### src/common/fidc_pkg.sv
// Constants, register map and carriers for the forced-idle duty block
`default_nettype none
package fidc_pkg;

  // ********************************************************************
  // Sizes
  // ********************************************************************
  localparam int NUM_THREADS  = 4;
  localparam int THR_PER_CORE = 2;
  localparam int NUM_CORES    = NUM_THREADS / THR_PER_CORE;
  localparam int THR_W        = 2;
  localparam int CORE_W       = 1;
  localparam int ADDR_W       = 12;
  localparam int DATA_W       = 64;
  localparam int CST_W        = 3;

  // ********************************************************************
  // Register addresses
  // ********************************************************************
  localparam logic [ADDR_W-1:0] ADDR_PKG_CTL   = 12'hdb0;
  localparam logic [ADDR_W-1:0] ADDR_ALLOW     = 12'hdb1;
  localparam logic [ADDR_W-1:0] ADDR_THR_STALL = 12'hdb2;
  localparam logic [ADDR_W-1:0] ADDR_CORE_RES  = 12'h653;
  localparam logic [ADDR_W-1:0] ADDR_SHALLOW   = 12'h655;
  localparam logic [ADDR_W-1:0] ADDR_DEEP      = 12'h656;
  localparam logic [ADDR_W-1:0] ADDR_CONFIG    = 12'h652;

  // ********************************************************************
  // Fields and reset values
  // ********************************************************************
  localparam int ENABLE_BIT  = 0;
  localparam int ALLOW_BIT   = 0;
  localparam int SELECT_LSB  = 0;
  localparam int SELECT_W    = 3;
  localparam logic       ENABLE_RST = 1'b0;
  localparam logic       ALLOW_RST  = 1'b1;
  localparam logic [2:0] SELECT_RST = 3'h0;
  localparam logic [DATA_W-1:0] ONE_BIT_RSVD = 64'hffff_ffff_ffff_fffe;
  localparam logic [DATA_W-1:0] CONFIG_RSVD  = 64'hffff_ffff_ffff_fff8;

  // Deep select encodings and sleep state codes
  localparam logic [2:0] SEL_OFF   = 3'h0;
  localparam logic [2:0] SEL_C2    = 3'h1;
  localparam logic [2:0] SEL_C3UP  = 3'h2;
  localparam logic [2:0] SEL_C6UP  = 3'h3;
  localparam logic [2:0] SEL_C7UP  = 3'h4;
  localparam logic [CST_W-1:0] CST_TWO   = 3'h2;
  localparam logic [CST_W-1:0] CST_THREE = 3'h3;
  localparam logic [CST_W-1:0] CST_SIX   = 3'h6;
  localparam logic [CST_W-1:0] CST_SEVEN = 3'h7;

  // ********************************************************************
  // Timing
  // ********************************************************************
  localparam int CLK_PERIOD_NS = 8;
  localparam int PROP_NS       = 100;
  localparam int PROP_CYC      = (PROP_NS / CLK_PERIOD_NS) < 1 ? 1 :
                                 PROP_NS / CLK_PERIOD_NS;
  localparam int PROP_W        = 5;

  // ********************************************************************
  // Carriers
  // ********************************************************************
  typedef struct packed {
    logic              valid;
    logic              write;
    logic [THR_W-1:0]  thread;
    logic [ADDR_W-1:0] addr;
    logic [DATA_W-1:0] wdata;
  } fidc_req_s;

  typedef struct packed {
    logic              ack;
    logic              fault;
    logic [DATA_W-1:0] rdata;
  } fidc_rsp_s;

endpackage : fidc_pkg
`default_nettype wire

### src/logic/fidc_top.sv
// Forced-idle duty cycling control and residency counters
`default_nettype none
module fidc_top
  import fidc_pkg::*;
(
  // Clock and reset
  input  wire logic                   ref_clk,
  input  wire logic                   sys_rst,
  // Capability strap pin
  input  wire logic                   cap_pin,
  // Register access port
  input  wire fidc_req_s              req,
  output var  fidc_rsp_s              rsp,
  // Sleep state from power control, same clock
  input  wire logic                   timestamp_tick,
  input  wire logic [NUM_CORES*CST_W-1:0] core_cstate,
  input  wire logic [CST_W-1:0]       pkg_cstate,
  // Thread controls
  output logic [NUM_THREADS-1:0]      force_idle,
  output logic [NUM_THREADS-1:0]      ref_count_run,
  output logic [NUM_THREADS-1:0]      act_count_run
);

  // ********************************************************************
  // Helpers
  // ********************************************************************
  // Core that owns a thread: the upper bits of the thread number
  function automatic logic [CORE_W-1:0] core_of(
      input logic [THR_W-1:0] t);
    core_of = t[THR_W-1:THR_W-CORE_W];
  endfunction : core_of

  // Package state against the deep select code; reserved codes match
  // nothing, so the deep count stands still rather than count garbage
  function automatic logic deep_hit(input logic [2:0]       sel,
                                    input logic [CST_W-1:0] st);
    case (sel)
      SEL_C2:   deep_hit = (st == CST_TWO);
      SEL_C3UP: deep_hit = (st >= CST_THREE);
      SEL_C6UP: deep_hit = (st >= CST_SIX);
      SEL_C7UP: deep_hit = (st >= CST_SEVEN);
      default:  deep_hit = 1'b0;
    endcase
  endfunction : deep_hit

  // ********************************************************************
  // State
  // ********************************************************************
  // Strap synchroniser, control bits and enable propagation
  logic                   cap_meta;
  logic                   cap_sync;
  logic                   package_duty_enable;
  logic                   enable_arrived;
  logic [PROP_W-1:0]      prop_cnt;
  logic [NUM_THREADS-1:0] thread_allow_bit;
  logic [2:0]             deep_state_select;
  // Visible totals and the ticks still gathering behind them
  logic [DATA_W-1:0]      thr_total [NUM_THREADS];
  logic [DATA_W-1:0]      thr_pend  [NUM_THREADS];
  logic [DATA_W-1:0]      core_idle_cycles [NUM_CORES];
  logic [DATA_W-1:0]      core_pend [NUM_CORES];
  logic [DATA_W-1:0]      shallow_total;
  logic [DATA_W-1:0]      shallow_pend;
  logic [DATA_W-1:0]      package_deep_cycles;
  logic [DATA_W-1:0]      deep_pend;
  // Last cycle's idle conditions, to spot an exit
  logic [NUM_CORES-1:0]   core_deep_q;
  logic                   pkg_shallow_q;
  logic                   pkg_deep_q;

  // ********************************************************************
  // Decode
  // ********************************************************************
  // Address hits and access checks
  logic                   hit_ctl;
  logic                   hit_allow;
  logic                   hit_stall;
  logic                   hit_core;
  logic                   hit_shallow;
  logic                   hit_deep;
  logic                   hit_cfg;
  logic                   any_hit;
  logic                   rsvd_bad;
  logic                   acc_fault;
  logic                   wr_ok;
  // Residency conditions
  logic [NUM_CORES-1:0]   core_forced;
  logic [NUM_CORES-1:0]   core_deep_now;
  logic                   any_forced;
  logic                   pkg_shallow_now;
  logic                   pkg_deep_now;

  // One hit per mapped address; anything else faults
  assign hit_ctl     = req.addr == ADDR_PKG_CTL;
  assign hit_allow   = req.addr == ADDR_ALLOW;
  assign hit_stall   = req.addr == ADDR_THR_STALL;
  assign hit_core    = req.addr == ADDR_CORE_RES;
  assign hit_shallow = req.addr == ADDR_SHALLOW;
  assign hit_deep    = req.addr == ADDR_DEEP;
  assign hit_cfg     = req.addr == ADDR_CONFIG;
  assign any_hit     = hit_ctl | hit_allow | hit_stall | hit_core |
                       hit_shallow | hit_deep | hit_cfg;

  // Nonzero reserved bits or a write to a counter are refused
  assign rsvd_bad = req.write &
                    (((hit_ctl | hit_allow) &
                      (|(req.wdata & ONE_BIT_RSVD))) |
                     (hit_cfg & (|(req.wdata & CONFIG_RSVD))) |
                     hit_stall | hit_core | hit_shallow | hit_deep);

  // Every register is absent without the capability
  // A refused access changes no state and answers with a fault
  assign acc_fault = ~any_hit | rsvd_bad | ~cap_sync;
  assign wr_ok     = req.valid & req.write & ~acc_fault;

  // Idle conditions seen this cycle
  always_comb begin
    for (int c = 0; c < NUM_CORES; c++) begin
      core_forced[c]   = |force_idle[c*THR_PER_CORE +: THR_PER_CORE];
      core_deep_now[c] = (core_cstate[c*CST_W +: CST_W] >= CST_THREE) &
                         core_forced[c];
    end
  end

  assign any_forced      = |core_forced;
  assign pkg_shallow_now = (pkg_cstate == CST_TWO) & any_forced;
  assign pkg_deep_now    = deep_hit(deep_state_select, pkg_cstate) &
                           any_forced;

  // ********************************************************************
  // Capability strap synchroniser
  // ********************************************************************
  // Two flops on the strap pin; only cap_sync is read by the logic.
  // Until it settles after reset every access faults
  always_ff @(posedge ref_clk) begin
    if (sys_rst) begin
      cap_meta <= 1'b0;
      cap_sync <= 1'b0;
    end else begin
      cap_meta <= cap_pin;
      cap_sync <= cap_meta;
    end
  end

  // ********************************************************************
  // Control registers
  // ********************************************************************
  // Package enable, written from any thread
  // Repeated writes of the same value change nothing
  always_ff @(posedge ref_clk) begin
    if (sys_rst) begin
      package_duty_enable <= ENABLE_RST;
    end else if (wr_ok & hit_ctl) begin
      package_duty_enable <= req.wdata[ENABLE_BIT];
    end
  end

  // Allow bits, one per thread, selected by the issuing thread
  // Only the issuing thread's own bit is written
  always_ff @(posedge ref_clk) begin
    if (sys_rst) begin
      thread_allow_bit <= {NUM_THREADS{ALLOW_RST}};
    end else if (wr_ok & hit_allow) begin
      thread_allow_bit[req.thread] <= req.wdata[ALLOW_BIT];
    end
  end

  // Deep counter select
  // Reserved codes are stored as written and count nothing
  always_ff @(posedge ref_clk) begin
    if (sys_rst) begin
      deep_state_select <= SELECT_RST;
    end else if (wr_ok & hit_cfg) begin
      deep_state_select <= req.wdata[SELECT_LSB +: SELECT_W];
    end
  end

  // ********************************************************************
  // Enable propagation
  // ********************************************************************
  // The package enable reaches the threads only after a long delay
  // An enable that returns before it arrives restarts the wait and
  // leaves force_idle as it was
  always_ff @(posedge ref_clk) begin
    if (sys_rst) begin
      prop_cnt       <= '0;
      enable_arrived <= ENABLE_RST;
    end else if (enable_arrived == package_duty_enable) begin
      prop_cnt <= '0;
    end else if (prop_cnt == PROP_W'(PROP_CYC - 1)) begin
      prop_cnt       <= '0;
      enable_arrived <= package_duty_enable;
    end else begin
      prop_cnt <= prop_cnt + 1'b1;
    end
  end

  // ********************************************************************
  // Forced idle
  // ********************************************************************
  // An arriving rise forces the allowed threads, an arriving fall
  // wakes them all; clearing the allow bit of a forced thread wakes
  // the whole package so no thread idles against its will
  always_ff @(posedge ref_clk) begin
    if (sys_rst) begin
      force_idle <= '0;
    end else if (enable_arrived & ~package_duty_enable &
                 (prop_cnt == PROP_W'(PROP_CYC - 1))) begin
      force_idle <= '0;
    end else if (~enable_arrived & package_duty_enable &
                 (prop_cnt == PROP_W'(PROP_CYC - 1))) begin
      force_idle <= thread_allow_bit;
    end else if (|(force_idle & ~thread_allow_bit)) begin
      force_idle <= '0;
    end
  end

  // Performance counter gating per thread
  // The reference count runs through forced idle, the actual one stops
  always_ff @(posedge ref_clk) begin
    if (sys_rst) begin
      ref_count_run <= '0;
      act_count_run <= '0;
    end else begin
      ref_count_run <= {NUM_THREADS{timestamp_tick}};
      act_count_run <= {NUM_THREADS{timestamp_tick}} & ~force_idle;
    end
  end

  // ********************************************************************
  // Thread stall counters
  // ********************************************************************
  // Ticks gather while forced and fold in on exit
  // Folding only on exit keeps software from reading a half period
  always_ff @(posedge ref_clk) begin
    if (sys_rst) begin
      for (int t = 0; t < NUM_THREADS; t++) begin
        thr_pend[t]  <= '0;
        thr_total[t] <= '0;
      end
    end else begin
      for (int t = 0; t < NUM_THREADS; t++) begin
        if (force_idle[t]) begin
          thr_pend[t] <= thr_pend[t] + DATA_W'(timestamp_tick);
        end else if (thr_pend[t] != '0) begin
          thr_total[t] <= thr_total[t] + thr_pend[t];
          thr_pend[t]  <= '0;
        end
      end
    end
  end

  // ********************************************************************
  // Core residency counters
  // ********************************************************************
  // Ticks gather while the core sleeps deep with a forced thread and
  // fold into the visible count the cycle after the condition drops
  always_ff @(posedge ref_clk) begin
    if (sys_rst) begin
      core_deep_q <= '0;
      for (int c = 0; c < NUM_CORES; c++) begin
        core_pend[c]        <= '0;
        core_idle_cycles[c] <= '0;
      end
    end else begin
      core_deep_q <= core_deep_now;
      for (int c = 0; c < NUM_CORES; c++) begin
        if (core_deep_now[c]) begin
          core_pend[c] <= core_pend[c] + DATA_W'(timestamp_tick);
        end else if (core_deep_q[c]) begin
          core_idle_cycles[c] <= core_idle_cycles[c] + core_pend[c];
          core_pend[c]        <= '0;
        end
      end
    end
  end

  // ********************************************************************
  // Package residency counters
  // ********************************************************************
  // Shallow counter
  // Gathers like the core counters and folds the cycle after exit
  always_ff @(posedge ref_clk) begin
    if (sys_rst) begin
      pkg_shallow_q <= 1'b0;
      shallow_pend  <= '0;
      shallow_total <= '0;
    end else begin
      pkg_shallow_q <= pkg_shallow_now;
      if (pkg_shallow_now) begin
        shallow_pend <= shallow_pend + DATA_W'(timestamp_tick);
      end else if (pkg_shallow_q) begin
        shallow_total <= shallow_total + shallow_pend;
        shallow_pend  <= '0;
      end
    end
  end

  // Deep counter on the selected state
  // A select change takes effect on the next cycle's condition
  always_ff @(posedge ref_clk) begin
    if (sys_rst) begin
      pkg_deep_q          <= 1'b0;
      deep_pend           <= '0;
      package_deep_cycles <= '0;
    end else begin
      pkg_deep_q <= pkg_deep_now;
      if (pkg_deep_now) begin
        deep_pend <= deep_pend + DATA_W'(timestamp_tick);
      end else if (pkg_deep_q) begin
        package_deep_cycles <= package_deep_cycles + deep_pend;
        deep_pend           <= '0;
      end
    end
  end

  // ********************************************************************
  // Register answers
  // ********************************************************************
  // One cycle after a request: data, or a protection fault
  // Thread registers are indexed by the thread that issued the request
  always_ff @(posedge ref_clk) begin
    if (sys_rst) begin
      rsp <= '0;
    end else begin
      rsp.ack   <= req.valid;
      rsp.fault <= req.valid & acc_fault;
      rsp.rdata <= '0;
      if (req.valid & ~req.write & ~acc_fault) begin
        case (1'b1)
          hit_ctl:     rsp.rdata <= DATA_W'(package_duty_enable);
          hit_allow:   rsp.rdata <= DATA_W'(thread_allow_bit[req.thread]);
          hit_stall:   rsp.rdata <= thr_total[req.thread];
          hit_core:    rsp.rdata <= core_idle_cycles[core_of(req.thread)];
          hit_shallow: rsp.rdata <= shallow_total;
          hit_deep:    rsp.rdata <= package_deep_cycles;
          hit_cfg:     rsp.rdata <= DATA_W'(deep_state_select);
          default:     rsp.rdata <= '0;
        endcase
      end
    end
  end

endmodule : fidc_top
`default_nettype wire

### config.mk
export PLATFORM = sky130hd
export DESIGN_NAME = fidc_top
export DESIGN_NICKNAME = d
export VERILOG_FILES = /design/src/common/fidc_pkg.sv /design/src/logic/fidc_top.sv
export SDC_FILE = /design/constraint.sdc
export NUM_CORES = 2
export LEC_CHECK = 0
export BUFFER_PORTS_ARGS = -buffer_cell sky130_fd_sc_hd__buf_2
export CORE_ASPECT_RATIO = 1.2
export CORE_MARGIN = 2
export CORE_UTILIZATION = 40
export DETAILED_ROUTE_END_ITERATION = 16
export GPL_TIMING_DRIVEN = 0
export PLACE_DENSITY = 0.63
export SYNTH_ARGS = -nofsm -noshare
export SYNTH_HDL_FRONTEND = slang
export SYNTH_SLANG_ARGS = --single-unit
### constraint.sdc
create_clock -name ref_clk -period 4.1 [get_ports ref_clk]
set_clock_uncertainty 0.15 [all_clocks]
set_input_delay 0.82 -clock ref_clk [delete_from_list [all_inputs] [get_ports ref_clk]]
set_output_delay 0.82 -clock ref_clk [all_outputs]
set_load 0.01 [all_outputs]
==> results.py <==
metrics = {
    "critical_path": {
        "timing.reg2reg.setup_slack_ns": 0.02,
        "critPathMaxStageDelay_ns": 0.87,
        "critical-path-slowest-cell": "clkdlybuf4s15_1",
        "cp_common_cell": "a21oi_1",
        "critPathArrivalTime_ns": 4.70,
        "timing.critical_path.fanout_max": 10,
        "cp-end-kind": "flip-flop",
        "timing.critical_path.cells": "clkdlybuf4s15_1 -> clkbuf_2 -> clkbuf_1 -> mux2i_1 -> a21oi_1 -> a21oi_1 -> nor2_1",
        "critPathRequiredTime_ns": 4.57,
        "total_buffers_and_inverters_traversed_by_the_critical_path": 3,
        "worstSetupStartpointType": "input port",
        "critical_path_class": "in2reg",
        "critPathTopFamily": "buffers and inverters",
    },
    "synthesis": {
        "synth.yosys.seq_area_share_pct": 37.0,
        "netlist_instances": 9148,
        "synth_top_flop_cell": "edfxtp_1",
        "ys_types": 112,
        "synth.largest_area_cell": "edfxtp_1",
        "yosys.cell_count.top_type": "nor2_1",
        "mappedNetlistArea_um2": 79600,
        "ys_top_cells_by_count": "1177 x nor2_1, 956 x a21oi_1, 820 x nand2_1",
        "share_of_yosys_cell_area_claimed_by_the_top_area_cell_type_pct": 26.6,
        "yosys_warnings": 0,
        "leading_cell_types_by_total_area_after_synthesis": "edfxtp_1 27%, dfxtp_1 10%, ha_1 8.2%",
        "avg_cell_area_syn_um2": 8.70,
        "synth_seq_cells": 1119,
        "net_count_synth": 9772,
        "synth_enable_flop_cells": 704,
        "ys_async_sr_fraction_pct": 0,
    },
    "floorplanning": {
        "pin_count": 171,
        "core-area_um2": 198000,
        "fp.dieArea_um2": 203000,
        "initial_util_pct": 40.2,
        "die_w_um": 411,
        "std_cell_rows": 179,
        "floorplan.die.height_um": 493,
    },
    "global_route": {
        "via_count_of_the_first_global_routing_pass": 69134,
        "grt_first_pass_wirelength_um": 432000,
        "grt_util_all_layers_pct": 28.4,
        "antenna_violations_before_repair": 19,
        "maximum_number_of_pins_on_one_net_before_global_route_repair": 65,
        "grt.overflow.total": 0,
    },
    "sta": {
        "worst_slew_margin_pct": -8.33,
        "fmax_mhz": 236,
        "final.setup.tns_ns": -0.732,
        "drv_slew": 11,
        "final_period_minus_worst_setup_slack_ns": 4.23,
        "grt_setup_unrepaired": "true",
        "worst_slack_setup_final_ns": -0.129,
        "hold-worst-slack_ns": 0.0702,
        "worst_pin_slew_ns": 1.63,
        "post-route-period-util_pct": 103,
        "setup_viol_count_final": 30,
        "finalHoldViolations": 0,
    },
    "route": {
        "vias_per_cell": 5.94,
        "drtPass1Iterations": 7,
        "detail_route.wl_per_cell_um": 24.4,
        "drt-total-wl_um": 299000,
        "final_antenna_net_count": 0,
        "drc": 0,
        "total_number_of_vias": 72738,
        "drtIter0Drc": 6183,
    },
    "finish": {
        "final.fill_count": 19302,
        "final_core_utilization_pct": 45.4,
        "area.growth.synth_to_final_pct": 12.9,
        "register_area_um2": 29400,
        "final_design_area_no_fill_um2": 89800,
        "fin_cells": 12243,
        "drive_above_1_share_pct": 8.26,
        "layout.nets": 10126,
        "multiInputGateArea_um2": 48600,
    },
    "pwr": {
        "static-leakage-power_nw": 34.5,
        "vdd_drop_max_uv": 425,
        "finalPower_mw": 29.1,
        "pwr_density_cell_nw_per_um2": 324,
    },
    "clock_network": {
        "cts.htree.levels": 4,
        "path_clk_slew_ns": 0.06,
        "insertion_delay_ns": 0.82,
        "cts_num_sinks": 1119,
        "tritoncts": "done",
        "cts_hold_buf": 0,
        "cts_root_buffer": "clkbuf_16",
        "cts_inserted_buffers": 134,
        "ctsLongestPathBuffers": 3,
    },
    "hold_path": {
        "holdCritPathClass": "in2reg",
    },
    "placement": {
        "placement.cell_area_um2": 84000,
        "dp_slack_ns": -1.34,
        "placedCellCount": 11948,
        "final_weighted_congestion_in_routability_driven_placement": 1.02,
        "place_hpwl_um": 238000,
        "port_buffers": 166,
    },
    "run": {
        "max-cap-violations": 1,
    },
    "status": {
        "violated_checks": "capacitance limit, slew limit, setup timing",
        "run_status": "finished with violations",
    },
}
==> repair_timing <==
action	CTS	global route
pin swaps	14	23
setup buffers	18	29
gates resized for setup	119	101
setup endpoints to repair	979	141
==> registers in the layout, summed over array words and instances, names as in the netlist, 2 cells and up <==
register             flops
act_count_run            4
shallow_total           64
core_pend              128
deep_pend               64
core_deep_q              2
package_deep_cycles     64
core_idle_cycles       128
rsp                     66
prop_cnt                 5
thr_pend               256
deep_state_select        3
thread_allow_bit         4
thr_total              256
shallow_pend            64
force_idle               4
==> power by group <==
part | total, mW | internal [mW] | switching [mW]
Clock | 12.6 | 7.21 | 5.40
Combinational | 3.71 | 1.38 | 2.33
Sequential | 12.8 | 12.3 | 0.475
Total | 29.1 | 20.9 | 8.20
==> path summary, 6_finish.rpt <==
check | from | end | depth (start not counted)
max reg2reg | thr_pend[0][1]$_SDFFCE_PP0P_ | thr_total[0][47]$_SDFFCE_PN0P_ | 12
max | req[77] | rsp[45]$_SDFF_PP0_ | 7
min reg2reg | prop_cnt[0]$_SDFF_PP0_ | prop_cnt[0]$_SDFF_PP0_ | 1
min | cap_pin | cap_meta$_SDFF_PP0_ | 2
==> worst register-to-register path, cell delays in order (launching register included) <==
cell and delay (ns):
edfxtp_1 0.51, ha_1 0.34, a21o_1 0.19, a21oi_1 0.29, o21ai_0 0.18, a2111oi_1 0.67
nor2_1 0.24, nand4_1 0.25, a41oi_1 0.26, a21oi_2 0.34, o31ai_1 0.14, xnor2_1 0.18
nor2_1 0.06
==> logic make-up (layout without fill, tap and decap cells) <==
family	count (synthesis)	after routing	share of synthesized area [%]
AO/OA/AOI/OAI	2429	2429	19.0
adder cells (fa/ha/maj)	531	531	8.43
multiplexers	179	179	3.32
XOR/XNOR	738	738	8.12
flip-flops	1119	1119	37.0
other	0	7	0
AND/OR/NAND/NOR	3488	3488	20.9
buffers and inverters	664	1128	3.17
==> final cells by class <==
type | instances | area share [%]
clock buffers | 172 | 3.99
diodes | 7 | 0.0195
flip-flops and latches | 1119 | 32.8
plain buffers | 415 | 1.86
clock inverters | 74 | 1.01
multi-input cells | 7365 | 54.1
inverters | 244 | 1.02
well taps | 2624 | 3.66
repair buffers | 223 | 1.52
==> cell usage in the layout (no fill, tap or decap), types with 24 or more instances in the layout <==
cell,Yosys,layout
mux2i_1,84,84
a221oi_1,79,76
mux2_2,30,30
clkbuf_16,0,135
dfxtp_1,415,415
or3_1,144,142
or2_2,38,38
xnor2_1,336,336
xor2_1,402,402
buf_2,9,177
and2_1,56,56
a21o_1,309,309
and4_1,44,44
nand4_1,236,236
and3_1,150,150
o21a_1,80,78
clkbuf_1,381,382
inv_1,243,243
o31ai_1,29,24
o211ai_1,72,72
a211oi_1,49,39
nor3b_1,28,28
nor4_1,102,95
nor2_1,1177,1170
edfxtp_1,704,704
o21ai_0,415,404
ha_1,523,517
o21bai_1,104,104
nor2b_1,80,79
mux4_2,65,65
a31oi_1,80,68
a22o_1,26,26
a21boi_0,32,26
nor3_1,118,110
buf_4,3,51
a21oi_1,956,932
nand2b_1,68,66
nand2_1,820,815
nand3_1,337,333
==> routing by layer <==
layer,up-vias,track usage (%),wire (µm)
met5,-,0,0
met4,0,15.9,18400
met3,529,3.16,18600
met2,2559,47.3,139000
met1,35230,35.8,123000
li1,34420,-,-
Power figures use the tool's default switching activity.
